===== src/rtl/cfg_pkg.sv =====
// Function
// RULE_01: restart input low starts configuration sequence
// RULE_02: host waits for ready high before restarting
// RULE_03: capture mode pins at ready rising edge
// RULE_04: ready indication is open-drain, released when ready
// RULE_05: open-drain done shows load finished, startup
// RULE_06: selected port locks until power-up
// RULE_07: jtag port only after enable instruction
// RULE_08: slave modes clock from slave clock input
// RULE_09: master modes drive generated master clock
// RULE_10: pause low tri-states serial output quickly; the loader floats it 2-3 cycles after the pause pin
// RULE_11: master clock frequency exact, duty near half
// RULE_12: pause suspends slave spi shifting, resumes
//
// Purpose: shared constants and types of the configuration sequencer
// Assumes: 20 MHz system clock, power-up reset on nrst
// Notes:   mode encodings and timing figures gathered here
package cfg_pkg;
  localparam int CLK_MHZ     = 20;
  localparam int INIT_NS     = 1000;  // ready held low after restart
  localparam int STARTUP_NS  = 500;   // startup phase after done
  localparam int HOLD_Z_NS   = 9;     // longest pause-to-output time
  localparam int INIT_CYC_I  = (INIT_NS * CLK_MHZ + 999) / 1000;
  localparam int START_CYC_I = (STARTUP_NS * CLK_MHZ + 999) / 1000;
  localparam int HOLD_CYC_I  = ((HOLD_Z_NS * CLK_MHZ) / 1000 < 1) ? 1 :
                               (HOLD_Z_NS * CLK_MHZ) / 1000;
  localparam logic [7:0]  INIT_CYC  = 8'(INIT_CYC_I);
  localparam logic [7:0]  START_CYC = 8'(START_CYC_I);
  localparam logic [7:0]  CNT_ONE   = 8'h01;
  localparam logic [15:0] LOAD_BITS = 16'h0040;  // bits in one image
  localparam logic [15:0] BIT_ONE   = 16'h0001;
  localparam int          SHIFT_W   = 16;
  localparam int          MODE_W    = 3;
  // configuration mode codes
  localparam logic [2:0] MODE_SPI   = 3'h0;
  localparam logic [2:0] MODE_MULTI_BOOT_SPI_MODE  = 3'h1;  // multi_boot_spi_mode
  localparam logic [2:0] MODE_MSER  = 3'h2;  // master serial
  localparam logic [2:0] MODE_SSPI  = 3'h3;  // slave spi
  localparam logic [2:0] MODE_SSER  = 3'h5;  // slave serial
  localparam logic [2:0] MODE_CPU   = 3'h7;
  // master clock half periods in system cycles, per frequency setting
  localparam logic [7:0] MCLK_HALF0 = 8'h01;  // 10 MHz
  localparam logic [7:0] MCLK_HALF1 = 8'h02;  // 5 MHz
  localparam logic [7:0] MCLK_HALF2 = 8'h04;  // 2.5 MHz
  localparam logic [7:0] MCLK_HALF3 = 8'h0a;  // 1 MHz
  // positions inside the synchroniser vector
  localparam int NSYNC   = 9;
  localparam int SY_RST  = 0;
  localparam int SY_RDY  = 1;
  localparam int SY_DONE = 2;
  localparam int SY_SCLK = 3;
  localparam int SY_PAUS = 4;
  localparam int SY_DIN  = 5;
  localparam int SY_MODE = 6;
  typedef enum logic [1:0] {PORT_NONE, PORT_PINS, PORT_JTAG} port_e;
  typedef enum logic [2:0] {S_INIT, S_WAIT, S_LOAD, S_DONE, S_STARTUP, S_USER} seq_e;

  function automatic logic is_master(input logic [2:0] m);
    return (m == MODE_SPI) || (m == MODE_MULTI_BOOT_SPI_MODE) || (m == MODE_MSER);
  endfunction
endpackage


===== src/rtl/mclk_if.sv =====
// Purpose: carries the master clock request and its edges
// Assumes: one system clock domain
// Notes:   rise is a one-cycle pulse with each master clock rising edge
`timescale 1ns/1ps
`default_nettype none
interface mclk_if;
  logic       run;
  logic [7:0] half_div;
  logic       mclk;
  logic       rise;
  modport gen  (input run, input half_div, output mclk, output rise);
  modport user (output run, output half_div, input mclk, input rise);
endinterface
`default_nettype wire


===== src/rtl/mclk_gen.sv =====
// Purpose: divides the system clock into the master configuration clock
// Assumes: half_div stays constant while run is high
// Notes:   equal high and low halves give an exact 50 percent duty
`timescale 1ns/1ps
`default_nettype none
module mclk_gen (
  input wire logic clk,
  input wire logic nrst,
  mclk_if.gen      mif
);
  import cfg_pkg::*;

  logic [7:0] div_reg;
  logic       mclk_reg;
  logic       rise_reg;
  logic [7:0] hi_len_reg;

  // toggle every half period; stopped clock idles low
  always_ff @(posedge clk or negedge nrst) begin
    if (!nrst) begin
      div_reg  <= '0;
      mclk_reg <= 1'b0;
      rise_reg <= 1'b0;
    end else if (!mif.run) begin
      div_reg  <= '0;
      mclk_reg <= 1'b0;
      rise_reg <= 1'b0;
    end else if (div_reg == mif.half_div - CNT_ONE) begin  // see RULE_11
      div_reg  <= '0;
      mclk_reg <= !mclk_reg;
      rise_reg <= !mclk_reg;
    end else begin
      div_reg  <= div_reg + CNT_ONE;
      rise_reg <= 1'b0;
    end
  end

  assign mif.mclk = mclk_reg;
  assign mif.rise = rise_reg;

  // helper: length of the current high phase
  always_ff @(posedge clk or negedge nrst) begin
    if (!nrst) begin
      hi_len_reg <= '0;
    end else begin
      hi_len_reg <= mclk_reg ? hi_len_reg + CNT_ONE : '0;
    end
  end
endmodule
`default_nettype wire


===== src/rtl/config_port_sequencing.sv =====
// Purpose: restart, ready, done, mode capture and port lock of the loader
// Assumes: all pins asynchronous to clk; jtag strobes come from clk domain
// Notes:   pin inputs pass two flops, so pin reactions lag by 2-3 cycles
`timescale 1ns/1ps
`default_nettype none
module config_port_sequencing (
  input  wire logic               clk,
  input  wire logic               nrst,
  input  wire logic               config_restart_n,
  input  wire logic [2:0]         cfg_mode,
  input  wire logic               ready_for_config_i,
  output logic                    ready_for_config_o,
  output logic                    ready_for_config_oe,
  input  wire logic               done_i,
  output logic                    done_o,
  output logic                    done_oe,
  input  wire logic               slave_cfg_clock,
  output logic                    master_clk_out,
  input  wire logic [1:0]         mclk_freq_sel,
  input  wire logic               serial_pause_n,
  input  wire logic               serial_din,
  output logic                    serial_dout_o,
  output logic                    serial_dout_oe,
  input  wire logic               jtag_cfg_enable,
  input  wire logic               jtag_bit,
  input  wire logic               jtag_bit_valid,
  output logic [2:0]              active_mode,
  output cfg_pkg::port_e          active_port,
  output logic [cfg_pkg::SHIFT_W-1:0] cfg_shift,
  output logic                    user_mode
);
  import cfg_pkg::*;

  logic [NSYNC-1:0]  sy_in;
  logic [NSYNC-1:0]  sy1_reg;
  logic [NSYNC-1:0]  sy2_reg;
  logic              rdy_hist_reg;
  logic              done_hist_reg;
  logic              sclk_hist_reg;
  logic              restart_s;
  logic              pause_s;
  logic              rdy_rise;
  logic              done_rise;
  logic              sclk_rise;
  seq_e              state_reg;
  port_e             port_reg;
  logic [2:0]        mode_reg;
  logic [7:0]        tcnt_reg;
  logic [15:0]       bit_cnt_reg;
  logic [SHIFT_W-1:0] shift_reg;
  logic              rdy_oe_reg;
  logic              done_oe_reg;
  logic              dout_reg;
  logic              dout_oe_reg;
  logic              bit_evt;
  logic              bit_val;
  logic              shift_ok;
  mclk_if            mif ();

  assign sy_in = {cfg_mode, serial_din, serial_pause_n, slave_cfg_clock,
                  done_i, ready_for_config_i, config_restart_n};

  // two-flop synchronisers, one per pin
  genvar gi;
  generate
    for (gi = 0; gi < NSYNC; gi++) begin : g_sync
      always_ff @(posedge clk or negedge nrst) begin
        if (!nrst) begin
          sy1_reg[gi] <= 1'b1;
          sy2_reg[gi] <= 1'b1;
        end else begin
          sy1_reg[gi] <= sy_in[gi];
          sy2_reg[gi] <= sy1_reg[gi];
        end
      end
    end
  endgenerate

  // edge history on synchronised levels only
  always_ff @(posedge clk or negedge nrst) begin
    if (!nrst) begin
      rdy_hist_reg  <= 1'b1;
      done_hist_reg <= 1'b1;
      sclk_hist_reg <= 1'b1;
    end else begin
      rdy_hist_reg  <= sy2_reg[SY_RDY];
      done_hist_reg <= sy2_reg[SY_DONE];
      sclk_hist_reg <= sy2_reg[SY_SCLK];
    end
  end

  assign restart_s = sy2_reg[SY_RST];
  assign pause_s   = sy2_reg[SY_PAUS];
  assign rdy_rise  = sy2_reg[SY_RDY] && !rdy_hist_reg;
  assign done_rise = sy2_reg[SY_DONE] && !done_hist_reg;
  assign sclk_rise = sy2_reg[SY_SCLK] && !sclk_hist_reg;

  // master clock only while loading from pins in a master mode
  assign mif.run = (state_reg == S_LOAD) && (port_reg == PORT_PINS)
                   && is_master(mode_reg);  // see RULE_09
  always_comb begin
    case (mclk_freq_sel)
      2'h0:    mif.half_div = MCLK_HALF0;
      2'h1:    mif.half_div = MCLK_HALF1;
      2'h2:    mif.half_div = MCLK_HALF2;
      default: mif.half_div = MCLK_HALF3;
    endcase
  end

  mclk_gen u_mclk (
    .clk  (clk),
    .nrst (nrst),
    .mif  (mif)
  );

  // bit source depends on the locked port and on the mode
  always_comb begin
    if (port_reg == PORT_JTAG) begin
      bit_evt = jtag_bit_valid;
      bit_val = jtag_bit;
    end else if (is_master(mode_reg)) begin
      bit_evt = mif.rise;
      bit_val = sy2_reg[SY_DIN];
    end else begin
      bit_evt = sclk_rise;  // see RULE_08
      bit_val = sy2_reg[SY_DIN];
    end
  end
  // slave spi freezes in place while paused, nothing is dropped
  assign shift_ok = !((port_reg == PORT_PINS) && (mode_reg == MODE_SSPI)
                      && !pause_s);  // see RULE_12

  // sequencer; restart from the pin overrides every state
  always_ff @(posedge clk or negedge nrst) begin
    if (!nrst) begin
      state_reg <= S_INIT;
      tcnt_reg  <= '0;
    end else if (!restart_s) begin
      state_reg <= S_INIT;  // see RULE_01
      tcnt_reg  <= '0;
    end else begin
      case (state_reg)
        S_INIT: begin
          if (tcnt_reg == INIT_CYC - CNT_ONE) begin
            state_reg <= S_WAIT;
            tcnt_reg  <= '0;
          end else begin
            tcnt_reg <= tcnt_reg + CNT_ONE;
          end
        end
        S_WAIT: begin
          if (rdy_rise || (port_reg == PORT_NONE && jtag_cfg_enable)) begin
            state_reg <= S_LOAD;
          end
        end
        S_LOAD: begin
          if (bit_evt && shift_ok && bit_cnt_reg == LOAD_BITS - BIT_ONE) begin
            state_reg <= S_DONE;
          end
        end
        S_DONE: begin
          if (done_rise) begin
            state_reg <= S_STARTUP;
            tcnt_reg  <= '0;
          end
        end
        S_STARTUP: begin
          if (tcnt_reg == START_CYC - CNT_ONE) begin
            state_reg <= S_USER;
          end else begin
            tcnt_reg <= tcnt_reg + CNT_ONE;
          end
        end
        S_USER:  state_reg <= S_USER;
        default: state_reg <= S_INIT;
      endcase
    end
  end

  // mode latch at the ready rising edge; host keeps restart spacing
  always_ff @(posedge clk or negedge nrst) begin
    if (!nrst) begin
      mode_reg <= MODE_SPI;
    end else if (state_reg == S_WAIT && rdy_rise) begin
      mode_reg <= sy2_reg[SY_MODE +: MODE_W];  // see RULE_03
    end
  end

  // first port chosen stays until power-up; restart does not free it
  always_ff @(posedge clk or negedge nrst) begin
    if (!nrst) begin
      port_reg <= PORT_NONE;
    end else if (port_reg == PORT_NONE && restart_s && state_reg == S_WAIT) begin
      if (jtag_cfg_enable) begin
        port_reg <= PORT_JTAG;  // see RULE_07
      end else if (rdy_rise) begin
        port_reg <= PORT_PINS;  // see RULE_06
      end
    end
  end

  // shifter and bit counter
  always_ff @(posedge clk or negedge nrst) begin
    if (!nrst) begin
      shift_reg   <= '0;
      bit_cnt_reg <= '0;
    end else if (state_reg != S_LOAD) begin
      bit_cnt_reg <= '0;
    end else if (bit_evt && shift_ok) begin
      shift_reg   <= {shift_reg[SHIFT_W-2:0], bit_val};
      bit_cnt_reg <= bit_cnt_reg + BIT_ONE;
    end
  end

  // open-drain drives: oe high pulls the pin low
  always_ff @(posedge clk or negedge nrst) begin
    if (!nrst) begin
      rdy_oe_reg  <= 1'b1;
      done_oe_reg <= 1'b1;
    end else begin
      rdy_oe_reg  <= (state_reg == S_INIT) || !restart_s;  // see RULE_04
      done_oe_reg <= (state_reg == S_INIT) || (state_reg == S_WAIT)
                     || (state_reg == S_LOAD);  // see RULE_05
    end
  end

  // serial output forwards the oldest bit; pause floats it one cycle after the synchronised pause
  always_ff @(posedge clk or negedge nrst) begin
    if (!nrst) begin
      dout_reg    <= 1'b0;
      dout_oe_reg <= 1'b0;
    end else begin
      dout_reg    <= shift_reg[SHIFT_W-1];
      dout_oe_reg <= pause_s && (port_reg == PORT_PINS);  // see RULE_10
    end
  end

  assign ready_for_config_o  = 1'b0;
  assign ready_for_config_oe = rdy_oe_reg;
  assign done_o              = 1'b0;
  assign done_oe             = done_oe_reg;
  assign master_clk_out      = mif.mclk;
  assign serial_dout_o       = dout_reg;
  assign serial_dout_oe      = dout_oe_reg;
  assign active_mode         = mode_reg;
  assign active_port         = port_reg;
  assign cfg_shift           = shift_reg;
  assign user_mode           = (state_reg == S_USER);
endmodule
`default_nettype wire


===== config.mk =====
export PLATFORM = sky130hd
export DESIGN_NAME = config_port_sequencing
export DESIGN_NICKNAME = d
export VERILOG_FILES = /design/src/rtl/cfg_pkg.sv /design/src/rtl/mclk_if.sv /design/src/rtl/mclk_gen.sv /design/src/rtl/config_port_sequencing.sv
export SDC_FILE = /design/constraint.sdc
export NUM_CORES = 1
export LEC_CHECK = 0
export ABC_CLOCK_PERIOD_IN_PS = 3000
export BUFFER_PORTS_ARGS = -buffer_cell sky130_fd_sc_hd__buf_2
export CORE_MARGIN = 8
export CORE_UTILIZATION = 31
export DETAILED_ROUTE_END_ITERATION = 6
export PLACE_DENSITY = 0.55
export SLEW_MARGIN = 0
export SYNTH_ARGS = -nofsm -noshare
export SYNTH_HDL_FRONTEND = slang
export SYNTH_SLANG_ARGS = --single-unit

===== constraint.sdc =====
create_clock -name clk -period 3 [get_ports clk]
set_clock_uncertainty 0.15 [all_clocks]
set_input_delay 0.75 -clock clk [delete_from_list [all_inputs] [get_ports clk]]
set_output_delay 0.75 -clock clk [all_outputs]
set_load 0.01 [all_outputs]

## Yosys cells after proc, flatten, opt, wreduce, memory -nomap -nowiden

Index checks and enable logic that the tools add are counted.

- Add/subtract/negate cells: 4
- Equality and inequality tests: 25
- Multiplexer cells: 26
- Bitwise logic cells: 1
- Reduce and logical (&&, ||, !) cells: 37

Operators by type and width:

| kind | number |
|---|---|
| $mux W8 | 6 |
| $mux W16 | 2 |
| $pmux W8 S3 | 1 |
| $mux W3 | 6 |
| $ne A3 B3 Y1 const B | 6 |
| $pmux W3 S6 | 1 |
| $add A16 B1 Y16 const B | 1 |
| $add A8 B1 Y8 const B | 2 |
| $eq A16 B6 Y1 const B | 1 |
| $logic_and A1 B1 Y1 | 14 |
| $eq A3 B2 Y1 const B | 4 |
| $pmux W4 S3 | 1 |
| $eq A8 B4 Y1 const B | 1 |
| $eq A8 B5 Y1 const B | 1 |
| $eq A8 B8 Y1 | 1 |
| $logic_not A1 Y1 | 7 |
| $mux W1 | 7 |
| $eq A3 B1 Y1 const B | 2 |
| $eq A3 B3 Y1 const B | 2 |
| $logic_not A3 Y1 | 2 |
| $logic_or A1 B1 Y1 | 6 |
| $reduce_and A5 Y1 | 1 |
| $sub A4 B1 Y5 const B | 1 |
| $eq A2 B1 Y1 const B | 2 |
| other kinds (10) | 15 |

- Register bits after elaboration: 83
- Word-level logic and storage cells: 127

## Logic depth before layout (Yosys ltp)

Gate-level depths: netlist of run 1.

- Word-level depth: 10
- Depth in mapped cells: 7

## Cells and area by module

From an unflattened synthesis of run 1, not the netlist that was laid out.

- Cell total of the unflattened synthesis: 357
- Area total of the unflattened synthesis: 3982.6 sq um

By module, submodules not included:

| module | times used | cells each | area an instance (sq um) | sequential area each (sq um) |
|---|---|---|---|---|
| config_port_sequencing | 1 | 283 | 3285.7 | 1855.5 |
| mclk_gen | 1 | 74 | 696.9 | 250.2 |

## Worst setup path before layout of run 1

Ideal clock, no wire load.

- Path type: input-to-reg
- From: input port mclk_freq_sel[0]
- To: register u_mclk.div_reg[2]
- Setup time: 0.128 ns
- Arrival: 1.919 ns
- Required time: 2.722 ns
- Setup slack: 0.802 ns
- Stages: 6
- Buffers on the path: 1
- Cells stage by stage: or2_2 a2111oi_0 o21ai_0 nand2b_1 clkbuf_1 nor2_1

- Cells in the longest elaborated chain, start to end: 6
- Elaborated cells on any way between the ends: 8
- Those cells by class: add/sub: 1; eq/ne: 3; mux: 3; reduce/logical: 1

Ends and longest elaborated chain:

| item | RTL line | text |
|---|---|---|
| start: declaration | config_port_sequencing.sv:19 | `input wire logic [1:0] mclk_freq_sel,` |
| $eq A2 B2 Y1 (tied with other cells) | config_port_sequencing.sv:102 | `case (mclk_freq_sel)` |
| $pmux W4 S3 * | config_port_sequencing.sv:102 |  |
| $sub A4 B1 Y5 * | mclk_gen.sv:28 | `end else if (div_reg == mif.half_div - CNT_ONE) begin` |
| $eq A8 B8 Y1 * | mclk_gen.sv:28 |  |
| $mux W8 * | mclk_gen.sv:28 |  |
| $mux W8 * | mclk_gen.sv:24 | `end else if (!mif.run) begin` |
| end signal: assignment | mclk_gen.sv:33 | `div_reg <= div_reg + CNT_ONE;` |
| end: declaration | mclk_gen.sv:13 | `logic [7:0] div_reg;` |

Every way passes the cells marked *; elsewhere a longest branch is shown, timed or not.
A chain may end at the register's enable or synchronous reset.

## Worst setup path in the final report of run 1

- From: register state_reg[0]
- To: output port user_mode

- Cells in the longest elaborated chain, start to end: 1

Ends and longest elaborated chain:

| item | RTL line | text |
|---|---|---|
| start: declaration | config_port_sequencing.sv:45 | `seq_e state_reg;` |
| start signal: assignment | config_port_sequencing.sv:136 | `state_reg <= S_INIT;` |
| start signal: assignment | config_port_sequencing.sv:139 | `state_reg <= S_INIT;` |
| start signal: assignment | config_port_sequencing.sv:145 | `state_reg <= S_WAIT;` |
| $eq A3 B3 Y1 | config_port_sequencing.sv:248 | `assign user_mode = (state_reg == S_USER);` |
| end: declaration | config_port_sequencing.sv:30 | `output logic user_mode` |

Every way passes these cells.

==> metrics.md, run 1 <==
| Metric | Value |
|---|---|
| Instance count of the mapped netlist | `around 340` |
| Num ports | `between 40 and 50` |
| Final RePlAce weighted congestion | `roughly 0.75` |
| Buffer type at the clock tree root | `clkbuf_16` |
| Clock Pin Slew Worst Setup and Hold Paths | `60 ps` |
| PwrDens | `roughly 540 nW/µm²` |
| Total of fill cells in the finished design | `between 1000 and 1500` |
| Arrival time at the worst endpoint | `about 1500 ps` |
| Simple-gate share of the synthesized area | `17.5%` |
| Arithmetic-cell share of the synthesized area counting full adders, half adders and majority gates | `around 1.3%` |
| Clk buf depth | `2` |
| CP max FO | `14` |
| Kind of end point of the critical path | `output port` |
| H-tree depth reported by CTS | `3` |
| Main combinational cell family by area after synthesis | `simple AND/OR/NAND/NOR gates` |
| Vias in the first global route | `between 2000 and 3000` |
| Synth Area in Compound Gates | `around an eighth` |
| Tightest Pin Transition | `around 570 ps` |
| Remaining global-route overflow | `0` |
| Post-CTS Resized | `0` |
| Flop and latch count out of synthesis | `83` |
| Total leakage power | `2.06 nW` |
| Area of all sequential standard cells | `2110 µm²` |
| Pre-Repair DR Iteration Count | `4` |
| Utilization after layout | `37.5%` |
| Initial cell density of the core | `31.5%` |
| DR vias/cell | `~5.0` |
| Antenna violations before repair | `0` |
| Largest net degree at the start of global routing | `39` |
| Ant. Diodes | `0` |
| Average wire length per cell after detail routing | `~14 µm` |
| Clock tree from TritonCTS | `built` |
| Count of yosys warnings during synthesis | `0` |
| Via count of the routed design | `~2700` |
| Pre-CTS setup slack | `around 550 ps` |
| CTS Buf Count | `9` |
| Crit Path Category | `reg -> out` |
| Layout-stage area growth over the synthesis result | `18.8%` |
| Layout cells sized above 1 | `between 30% and 40%` |
| Post-Synthesis Cell Area | `around 3800 µm²` |
| Data required time of the worst path | `about 2100 ps` |
| Final worst-path cycle share | `around four fifths` |
| Xor-xnor portion of the synthesized cell area | `~2.1%` |
| Final hold violations | `0` |
| Number of antenna-violating nets in the routed design | `0` |
| Shortest clock period the worst path allows after layout | `about 2400 ps` |
| Clock insertion delay at the later pin of the skew report | `340 ps` |
| Site row count | `40` |
| Area of the multi-input gates | `between 1500 and 2000 µm²` |
| Routed WL | `roughly 7700 µm` |
| Part of the Yosys area used for sequential elements | `55.8%` |
| Type of the most critical hold path | `reg -> reg` |
| 1st-iter DRT viols | `100` |
| Placeable core area | `around 12000 µm²` |
| Synth async-reset ratio | `100%` |
| Overall global routing resource usage | `approximately a tenth` |
| Final setup violation count | `0` |
| Num Clock Sinks | `just over 80` |
| Hold_buf cts | `0` |
| First-pass GRT wire length | `between 10000 and 15000 µm` |
| Number of enable-type register cells in the synthesized netlist | `0` |
| Fmax | `between 0.4 and 0.5 GHz` |
| Max-cap violation count | `0` |
| Most used cells in the layout excluding fill and tap cells | `60 x dfrtp_1, 41 x buf_2, 27 x nand2_1` |
| DIE AREA | `16000 µm²` |
| Number of nets in the final layout | `around 400` |
| Dominant register cell in the synthesized netlist | `dfrtp_1` |
| Vertical extent of the die | `about 130 µm` |
| Port-buffer cells | `42` |
| Area share of the largest cell type after synthesis | `between 30% and 40%` |
| Run status | `finished, final reports clean` |
| Unrepaired setup endpoints after global routing | `false` |
| Number of distinct library cells after synthesis | `62` |
| Max transition margin | `slightly above 60%` |
| Most common library cell in the layout ignoring fill and taps | `dfrtp_1` |
| Total count of max-transition violations in the final report | `0` |
| Average cell area after synthesis | `11.2 µm²` |
| Setup bufs post-CTS | `0` |
| Share of synthesized area spent on multiplexers | `between 6 and 7%` |
| Total Negative Setup Slacks | `0 ps` |
| Dominant cell type by area after synthesis | `dfrtp_1` |
| Final worst slack | `600 ps` |
| Element type at the critical path start | `flop` |
| Die Width | `about 130 µm` |
| Peak supply drop | `274 µV` |
| DPL Wire Length | `between 5000 and 6000 µm` |
| Number of design rule violations left after detail routing | `0` |
| Top post-synthesis cells by area | `dfrtp_1 40%, dfstp_2 16%, mux2_2 6.0%` |
[per-layer routing]
metal / up-vias / part of all wire (%) / global-route usage, %
li1: 1301 / - / -
met1: 1334 / 47 / 12.3
met3: 9 / 4.5 / 3.56
met4: 0 / 1.4 / 4.03
met5: - / 0 / 0
met2: 38 / 47 / 16.3
[metrics by stage]
stage / hold slack, ps / power [mW] / std cells / area (µm²)
2_1_floorplan: 195 / 1.23 / 337 / 3780
3_3_place_gp: 196 / 1.28 / 518 / 4170
3_5_place_dp: 197 / 1.28 / 518 / 4170
4_1_cts: 206 / 2.48 / 534 / 4480
5_1_grt: 208 / 2.54 / 534 / 4480
6_report: 205 / 2.44 / 534 / 4480
[worst paths after layout]
| kind | from | end | slack, ps | depth (start not counted) |
|---|---|---|---|---|
| min in group asynchronous | nrst | tcnt_reg[7]$_DFFE_PN0P_ | 220 | 1 |
| max | state_reg[0]$_DFFE_PN0P_ | user_mode | 600 | 3 |
| min reg2reg | sy1_reg[3]$_DFF_PN1_ | sy2_reg[3]$_DFF_PN1_ | 210 | 0 |
| max in group asynchronous | nrst | pause_s$_DFF_PN1_ | 1870 | 2 |
| max reg2reg | tcnt_reg[5]$_DFFE_PN0P_ | tcnt_reg[7]$_DFFE_PN0P_ | 740 | 5 |
| min | sy1_reg[3]$_DFF_PN1_ | sy2_reg[3]$_DFF_PN1_ | 210 | 0 |
[power by group]
part / internal, mW / leakage (nW) / total, mW / switching (mW)
clock: 0.732 / 0.157 / 1.18 / 0.450
sequential: 1.15 / 1.08 / 1.17 / 0.0157
combinational: 0.0343 / 0.821 / 0.0895 / 0.0552
total: 1.92 / 2.06 / 2.44 / 0.521
[critical path: stages, from the launching register on]
cell and delay [ps]:
dfrtp_1 610, inv_1 160, nor3b_1 220, buf_2 170
[synth_stat cells (3+ instances only)]
master,number
a21o_2,3
a21oi_1,12
a22o_1,4
a31oi_1,3
a41o_1,4
and2_1,4
and3_1,5
buf_2,3
clkbuf_1,10
dfrtp_1,60
dfstp_2,23
ha_1,4
inv_1,13
mux2_2,20
nand2_1,27
nand2b_1,6
nand3_1,11
nand3b_1,3
nand4_1,6
nor2_1,23
nor2b_1,4
nor3_1,6
nor4_1,3
o21a_1,3
o21ai_0,9
o31ai_1,7
or2_2,3
or4_1,10
xor2_1,7
[cell type report]
cell class | count | area share (%)
clock buffers | 10 | 5.11
flip-flops and latches | 83 | 47.0
clock inverters | 6 | 1.95
inverters | 13 | 1.09
multi-input cells | 225 | 34.4
well taps | 147 | 4.10
repair buffers | 50 | 6.37
[cell families (layout without fill, tap and decap cells)]
kind of cell               Yosys count  after routing
AOI/OAI and AO/OA                   66             66
muxes                               22             22
xor gates and xnor gates             9              9
other                                1              2
adders and majority gates            4              4
buffers and inverters               29             79
and+or+nand+nor                    122            122
DFF                                 83             83
(Power assumes the default switching activity.)
==> inputs of run 2 (changes only) <==
--- a/config.mk
+++ b/config.mk
@@ -5,12 +5,13 @@
 export SDC_FILE = /design/constraint.sdc
 export NUM_CORES = 1
 export LEC_CHECK = 0
-export ABC_CLOCK_PERIOD_IN_PS = 3000
+export ABC_AREA = 1
+export ABC_CLOCK_PERIOD_IN_PS = 1900
 export BUFFER_PORTS_ARGS = -buffer_cell sky130_fd_sc_hd__buf_2
 export CORE_MARGIN = 8
 export CORE_UTILIZATION = 31
 export DETAILED_ROUTE_END_ITERATION = 6
-export PLACE_DENSITY = 0.55
+export PLACE_DENSITY = 0.57
 export SLEW_MARGIN = 0
 export SYNTH_ARGS = -nofsm -noshare
 export SYNTH_HDL_FRONTEND = slang
==> constraint.sdc (replaced) <==
create_clock -name clk -period 1.9 [get_ports clk]
set_clock_uncertainty 0.15 [all_clocks]
set_input_delay 0.475 -clock clk [delete_from_list [all_inputs] [get_ports clk]]
set_output_delay 0.475 -clock clk [all_outputs]
set_load 0.01 [all_outputs]
==> metrics.md, run 2 <==
| Metric | Value |
|---|---|
| Vertical extent of the die | `126 µm (about the same)` |
| Number of distinct library cells after synthesis | `42 (-32%)` |
| Clock insertion delay at the later pin of the skew report | `340 ps (about the same)` |
| Kind of end point of the critical path | `output port` |
| Run status | `finished, final reports clean` |
| Buffer and inverter count on the worst path | `3 (+1)` |
| CP max FO | `5 (-9)` |
| Number of design rule violations left after detail routing | `0 (unchanged)` |
| Fmax | `approximately 0.55 GHz` |
| Max-cap violation count | `0 (unchanged)` |
| Logic gate share of total power | `22.3% (+19 points)` |
| Utilization after layout | `38.6% (+1.1 points)` |
| Final worst-path cycle share | `a little over nine tenths` |
| Crit Path Category | `reg -> out` |
| Placeable core area | `12000 µm² (unchanged)` |
| Dominant register cell in the synthesized netlist | `dfrtp_1` |
| H-tree depth reported by CTS | `3 (unchanged)` |
| Cell chain of the critical path | `inv_2, buf_4, nor3_2, buf_2` |
| Clock Pin Slew Worst Setup and Hold Paths | `60 ps (about the same)` |
| Switching part of the total power | `31.1% (+9.7 points)` |
| Largest net degree at the start of global routing | `30 (-23%)` |
| Most common library cell in the layout ignoring fill and taps | `nand2_1` |
| First-pass GRT wire length | `13400 µm (+1.4%)` |
| Site row count | `40 (unchanged)` |
| Total count of max-transition violations in the final report | `0 (unchanged)` |
| PwrDens | `1180 nW/µm² (+120%)` |
| Element type at the critical path start | `flop` |
| Routed WL | `7760 µm (+0.81%)` |
| Average wire length per cell after detail routing | `12.2 µm (-15%)` |
| Vias in the first global route | `2840 (+4.0%)` |
| Top post-synthesis cells by area | `dfrtp_1 40%, dfstp_2 16%, nand2_1 8.2%` |
| Total leakage power | `2.10 nW (+2.1%)` |
| Data required time of the worst path | `1270 ps (-830 ps)` |
| Cell area reported after detailed placement | `4230 µm² (+1.6%)` |
| Buffer type at the clock tree root | `clkbuf_16` |
| Antenna violations before repair | `0 (unchanged)` |
| Type of the most critical hold path | `in -> reg` |
| Instance count after placement with tap cells included | `617 (+19%)` |
| Count of yosys warnings during synthesis | `0 (unchanged)` |
| 1st-iter DRT viols | `152 (+52%)` |
| Part of the Yosys area used for sequential elements | `55.7% (-0.074 points)` |
| Cell-internal power | `3.76 mW (+96%)` |
| Dominant cell type by area after synthesis | `dfrtp_1` |
| Area share of the largest cell type after synthesis | `39.7% (-0.053 points)` |
| Total Negative Setup Slacks | `0 ps (unchanged)` |
| Num Clock Sinks | `83 (unchanged)` |
| Largest stage delay, worst path | `390 ps (-220 ps)` |
| Layout-stage area growth over the synthesis result | `22.2%` |
| Clock network power share | `35.5% (-13 points)` |
| Portion of total power attributed to sequential cells | `42.3% (-5.6 points)` |
| Kind of cell with the highest combined delay on the critical path | `flip-flops` |
| Number of nets in the final layout | `503 (+25%)` |
| Clk buf depth | `2 (unchanged)` |
| Pre-CTS setup slack | `115 ps (-435 ps)` |
| CTS Buf Count | `9 (unchanged)` |
| Net switching power figure | `1.70 mW (+230%)` |
| DIE AREA | `16000 µm² (+0.12%)` |
| Synth async-reset ratio | `100% (unchanged)` |
| Slowest stage cell, crit path | `dfrtp_1` |
| Post-Synthesis Cell Area | `3780 µm² (+0.13%)` |
| Layout cells sized above 1 | `25.6% (-6.4 points)` |
| Initial cell density of the core | `31.6% (+0.042 points)` |
| Final setup violation count | `0 (unchanged)` |
| Final worst hold slack | `82.2 ps (-123 ps)` |
| Final hold violations | `0 (unchanged)` |
| Pre-Repair DR Iteration Count | `4 (unchanged)` |
| DR vias/cell | `4.57 (-9.0%)` |
| Final worst slack | `93.1 ps (-507 ps)` |
| DPL Wire Length | `5720 µm (+3.8%)` |
| Unrepaired setup endpoints after global routing | `true` |
| Shortest clock period the worst path allows after layout | `1810 ps` |
| Die Width | `126 µm (about the same)` |
| Layout Cell Area excl Fill | `4620 µm² (+3.0%)` |
| Flop and latch count out of synthesis | `83 (unchanged)` |
| Via count of the routed design | `2901 (+8.2%)` |
| Most frequent cells after synthesis | `83 x nand2_1, 60 x dfrtp_1, 51 x inv_1` |
| Ant. Diodes | `0 (unchanged)` |
| Instance count of the mapped netlist | `424 (+26%)` |
| Post-Layout Cell Count | `635 (+19%)` |
| Number of enable-type register cells in the synthesized netlist | `0 (unchanged)` |
| Num ports | `45 (unchanged)` |
| Total of fill cells in the finished design | `1176 (+1.1%)` |
| Final RePlAce weighted congestion | `0.838 (+12%)` |
| Clock tree from TritonCTS | `built` |
| Most used cells in the layout excluding fill and tap cells | `82 x nand2_1, 59 x dfrtp_1, 51 x inv_1` |
| Average cell area after synthesis | `8.91 µm² (-21%)` |
| Peak supply drop | `583 µV (+110%)` |
| Overall global routing resource usage | `10.4% (+0.19 points)` |
| Remaining global-route overflow | `0 (unchanged)` |
| Arrival time at the worst endpoint | `1180 ps (-320 ps)` |
| Port-buffer cells | `42 (unchanged)` |
| Power, Total | `5.46 mW (+120%)` |
| Leading cell type by number of instances after synthesis | `nand2_1` |
| Number of antenna-violating nets in the routed design | `0 (unchanged)` |
## run 2: repair_timing
action / CTS / global route
resized for setup: 0 / 9
pin swaps: 0 / 3
hold endpoints to repair: 18 / 0
buffers inserted: 1 / 0
setup endpoints to repair: 1 / 12
hold buffers: 1 / 0
## run 2: worst paths after layout
kind | endpoint | cells after the start | slack [ps] | start
max in group asynchronous | sclk_hist_reg$_DFF_PN1_ | 3 | 580 | nrst
hold / removal | sy1_reg[1]$_DFF_PN1_ | 1 | 80 | ready_for_config_i
hold reg to reg | sy2_reg[6]$_DFF_PN1_ | 0 | 200 | sy1_reg[6]$_DFF_PN1_
min in group asynchronous | bit_cnt_reg[3]$_DFFE_PN0P_ | 2 | 450 | nrst
setup / recovery | user_mode | 4 | 90 | state_reg[2]$_DFFE_PN0P_
setup reg to reg | bit_cnt_reg[10]$_DFFE_PN0P_ | 9 | 140 | pause_s$_DFF_PN1_
## run 2: final cells by class
class / count / area [µm²] / area share (%)
flip-flops and latches: 83 / 2110 / 45.6
multi-input cells: 275 / 1430 / 31.0
repair buffers: 53 / 323 / 6.99
clock buffers: 12 / 289 / 6.26
inverters: 61 / 234 / 5.07
well taps: 147 / 184 / 3.98
clock inverters: 4 / 50.0 / 1.08
## run 2: worst register-to-register path: cells and delay by family, from the launching register on
family                 cells  cell delay, ps
AO/OA/AOI/OAI              1             160
buffers and inverters      2             220
AND/OR/NAND/NOR            6             610
flip-flops                 1             510
## run 2: routing by layer
| metal | vias up | GRT usage [%] | wire length, µm | part of all wire (%) |
|---|---|---|---|---|
| li1 | 1488 | - | - | - |
| met1 | 1347 | 12.9 | 3560 | 46 |
| met2 | 56 | 15.7 | 3590 | 46 |
| met3 | 10 | 3.81 | 499 | 6.4 |
| met4 | 0 | 4.88 | 114 | 1.5 |
| met5 | - | 0 | 0 | 0 |
## run 2: cell families (layout without fill, tap and decap cells)
logic type | count (synthesis) | count (layout) | synth area share, %
DFF | 83 | 83 | 55.7
buffers and inverters | 67 | 130 | 7.19
adders and majority gates | 4 | 4 | 1.32
other | 1 | 2 | 0.0992
xor gates and xnor gates | 6 | 6 | 1.39
muxes | 2 | 2 | 0.596
and+or+nand+nor | 194 | 194 | 23.8
AOI/OAI and AO/OA | 67 | 67 | 9.83
## run 2: power groups by stage
stage                     sequential [mW]  clock, mW  combinational [mW]
after floorplan                      2.42          0               0.616
after global placement               2.33          0                1.20
after detailed placement             2.34          0                1.20
after CTS                            2.31       1.98                1.22
after global routing                 2.36       2.06                1.37
final                                2.31       1.94                1.22
==> inputs of run 3 (changes only) <==
==> constraint.sdc (replaced) <==
create_clock -name clk -period 1.9 [get_ports clk]
set_clock_uncertainty 0.15 [all_clocks]
set_input_delay 0.19 -clock clk [delete_from_list [all_inputs] [get_ports clk]]
set_output_delay 0.19 -clock clk [all_outputs]
set_load 0.01 [all_outputs]
==> metrics.md, run 3 (synthesis results as in run 2) <==
| Metric | Value |
|---|---|
| Kind of cell with the highest combined delay on the critical path | `simple AND/OR/NAND/NOR gates` |
| Vertical extent of the die | `126 µm (unchanged)` |
| Most common library cell in the layout ignoring fill and taps | `nand2_1` |
| Site row count | `40 (unchanged)` |
| Final worst-path cycle share | `92.0% (-3.1 points)` |
| Pre-Repair DR Iteration Count | `4 (unchanged)` |
| Element type at the critical path start | `flop` |
| CTS Buf Count | `9 (unchanged)` |
| 1st-iter DRT viols | `200 (+32%)` |
| Num Clock Sinks | `83 (unchanged)` |
| PwrDens | `1140 nW/µm² (-3.8%)` |
| Port-buffer cells | `42 (unchanged)` |
| Unrepaired setup endpoints after global routing | `false` |
| Layout cells sized above 1 | `23.9% (-1.7 points)` |
| Die Width | `126 µm (unchanged)` |
| DIE AREA | `16000 µm² (unchanged)` |
| Fmax | `0.572 GHz (+3.4%)` |
| Ant. Diodes | `0 (unchanged)` |
| Most used cells in the layout excluding fill and tap cells | `83 x nand2_1, 60 x dfrtp_1, 51 x inv_1` |
| Number of nets in the final layout | `512 (+1.8%)` |
| Post-Layout Cell Count | `644 (+1.4%)` |
| DPL Wire Length | `5840 µm (+2.1%)` |
| Max-cap violation count | `0 (unchanged)` |
| Run status | `finished, final reports clean` |
| Clock Pin Slew Worst Setup and Hold Paths | `60 ps (about the same)` |
| Arrival time at the worst endpoint | `1830 ps (+650 ps)` |
| Number of antenna-violating nets in the routed design | `0 (unchanged)` |
| Setup bufs post-CTS | `0 (-1)` |
| Total Negative Setup Slacks | `0 ps (unchanged)` |
| Clock tree from TritonCTS | `built` |
| Overall global routing resource usage | `10.7% (+0.33 points)` |
| Final setup violation count | `0 (unchanged)` |
| Clock insertion delay at the later pin of the skew report | `330 ps (about the same)` |
| Largest stage delay, worst path | `490 ps (+100 ps)` |
| Vias in the first global route | `2864 (+0.85%)` |
| H-tree depth reported by CTS | `3 (unchanged)` |
| Data required time of the worst path | `1980 ps (+710 ps)` |
| Initial cell density of the core | `31.6% (unchanged)` |
| Cell chain of the critical path | `nand2_1, nor2_1, o22ai_1, nand2_1, nand2_4, inv_4, o21ai_1, and2_1` |
| Total count of max-transition violations in the final report | `0 (unchanged)` |
| First-pass GRT wire length | `13900 µm (+3.5%)` |
| Number of design rule violations left after detail routing | `0 (unchanged)` |
| Buffer and inverter count on the worst path | `1 (-2)` |
| Final hold violations | `0 (unchanged)` |
| Slowest stage cell, crit path | `dfrtp_1` |
| DR vias/cell | `4.64 (+1.6%)` |
| Placeable core area | `12000 µm² (unchanged)` |
| Total leakage power | `2.10 nW (+0.15%)` |
| Layout-stage area growth over the synthesis result | `23.4%` |
| Library cell appearing most often on the critical path | `nand2_1` |
| Peak supply drop | `498 µV (-15%)` |
| Buffer type at the clock tree root | `clkbuf_16` |
| Via count of the routed design | `2988 (+3.0%)` |
| CP max FO | `10 (+5)` |
| Kind of end point of the critical path | `flop` |
| Type of the most critical hold path | `in -> reg` |
| Largest net degree at the start of global routing | `36 (+20%)` |
| Antenna violations before repair | `0 (unchanged)` |
| Routed WL | `8080 µm (+4.0%)` |
| Num ports | `45 (unchanged)` |
| Shortest clock period the worst path allows after layout | `1750 ps (-59.1 ps)` |
| Utilization after layout | `39.0% (+0.40 points)` |
| Average wire length per cell after detail routing | `12.5 µm (+2.6%)` |
| Crit Path Category | `reg -> reg` |
| Clk buf depth | `2 (unchanged)` |
| Instance count after placement with tap cells included | `616 (-0.16%)` |
| Remaining global-route overflow | `0 (unchanged)` |
| Final RePlAce weighted congestion | `0.819 (-2.4%)` |
[run 3: cell count changes in the layout (fill, tap and decap cells not counted), sizes merged]
cell	previous run	this run
buf	52	50
clkbuf	12	11
clkinv	1	3
dlygate4sd3	1	12
inv	63	62
[run 3: final timing paths]
check	from	endpoint	slack (ps)	cells past startpoint
min in group asynchronous	nrst	tcnt_reg[5]$_DFFE_PN0P_	200	2
max in group asynchronous	nrst	sy2_reg[3]$_DFF_PN1_	800	3
hold / removal	mclk_freq_sel[1]	u_mclk.mif.rise$_DFF_PN0_	160	5
hold reg to reg	sy1_reg[7]$_DFF_PN1_	sy2_reg[7]$_DFF_PN1_	210	0
setup / recovery	state_reg[0]$_DFFE_PN0P_	tcnt_reg[3]$_DFFE_PN0P_	150	8
setup reg to reg	state_reg[0]$_DFFE_PN0P_	tcnt_reg[3]$_DFFE_PN0P_	150	8
[run 3: metal layers]
layer	vias to the layer above	track usage [%]	share of wire [%]
met5	-	0	0
met4	0	4.03	1.5
met3	7	3.35	5.8
met2	75	17.0	47
met1	1397	13.4	46
li1	1509	-	-
[run 3: area by class of cell]
| class | instances | area (µm²) |
|---|---|---|
| clock inverters | 5 | 60.1 |
| fillers | 1176 | 7300 |
| clock buffers | 11 | 253 |
| flip-flops and latches | 83 | 2110 |
| inverters | 61 | 236 |
| repair buffers | 62 | 409 |
| multi-input cells | 275 | 1420 |
| well taps | 147 | 184 |
[run 3: power by group]
group	total [mW]	leakage, nW	switching (mW)	internal [mW]
Combinational	1.19	0.922	0.741	0.453
Sequential	2.31	1.03	0.217	2.09
Clock	1.81	0.154	0.711	1.09
Total	5.31	2.10	1.67	3.64
[run 3: through the flow]
step                power [mW]  area (µm²)  hold slack (ps)  setup WS [ps]
CTS                       5.40        4640              144            130
detailed placement        3.53        4210             16.2            136
global placement          3.50        4210             15.7            166
finish                    5.31        4660              158            152
floorplan                 3.04        3780             -256            260
global route              5.65        4660              184           5.89
[run 3: what timing repair did]
item	4_1_cts	5_1_grt
gates resized for setup	0	6
hold buffers	12	0
endpoints found under the hold margin	41	0
setup endpoints to repair	0	4
[run 3: worst min-delay path: cells and delay by family]
| kind | cells | cell delay, ps |
|---|---|---|
| XOR/XNOR | 1 | 60 |
| buffers and inverters | 1 | 120 |
| AND/OR/NAND/NOR | 3 | 240 |
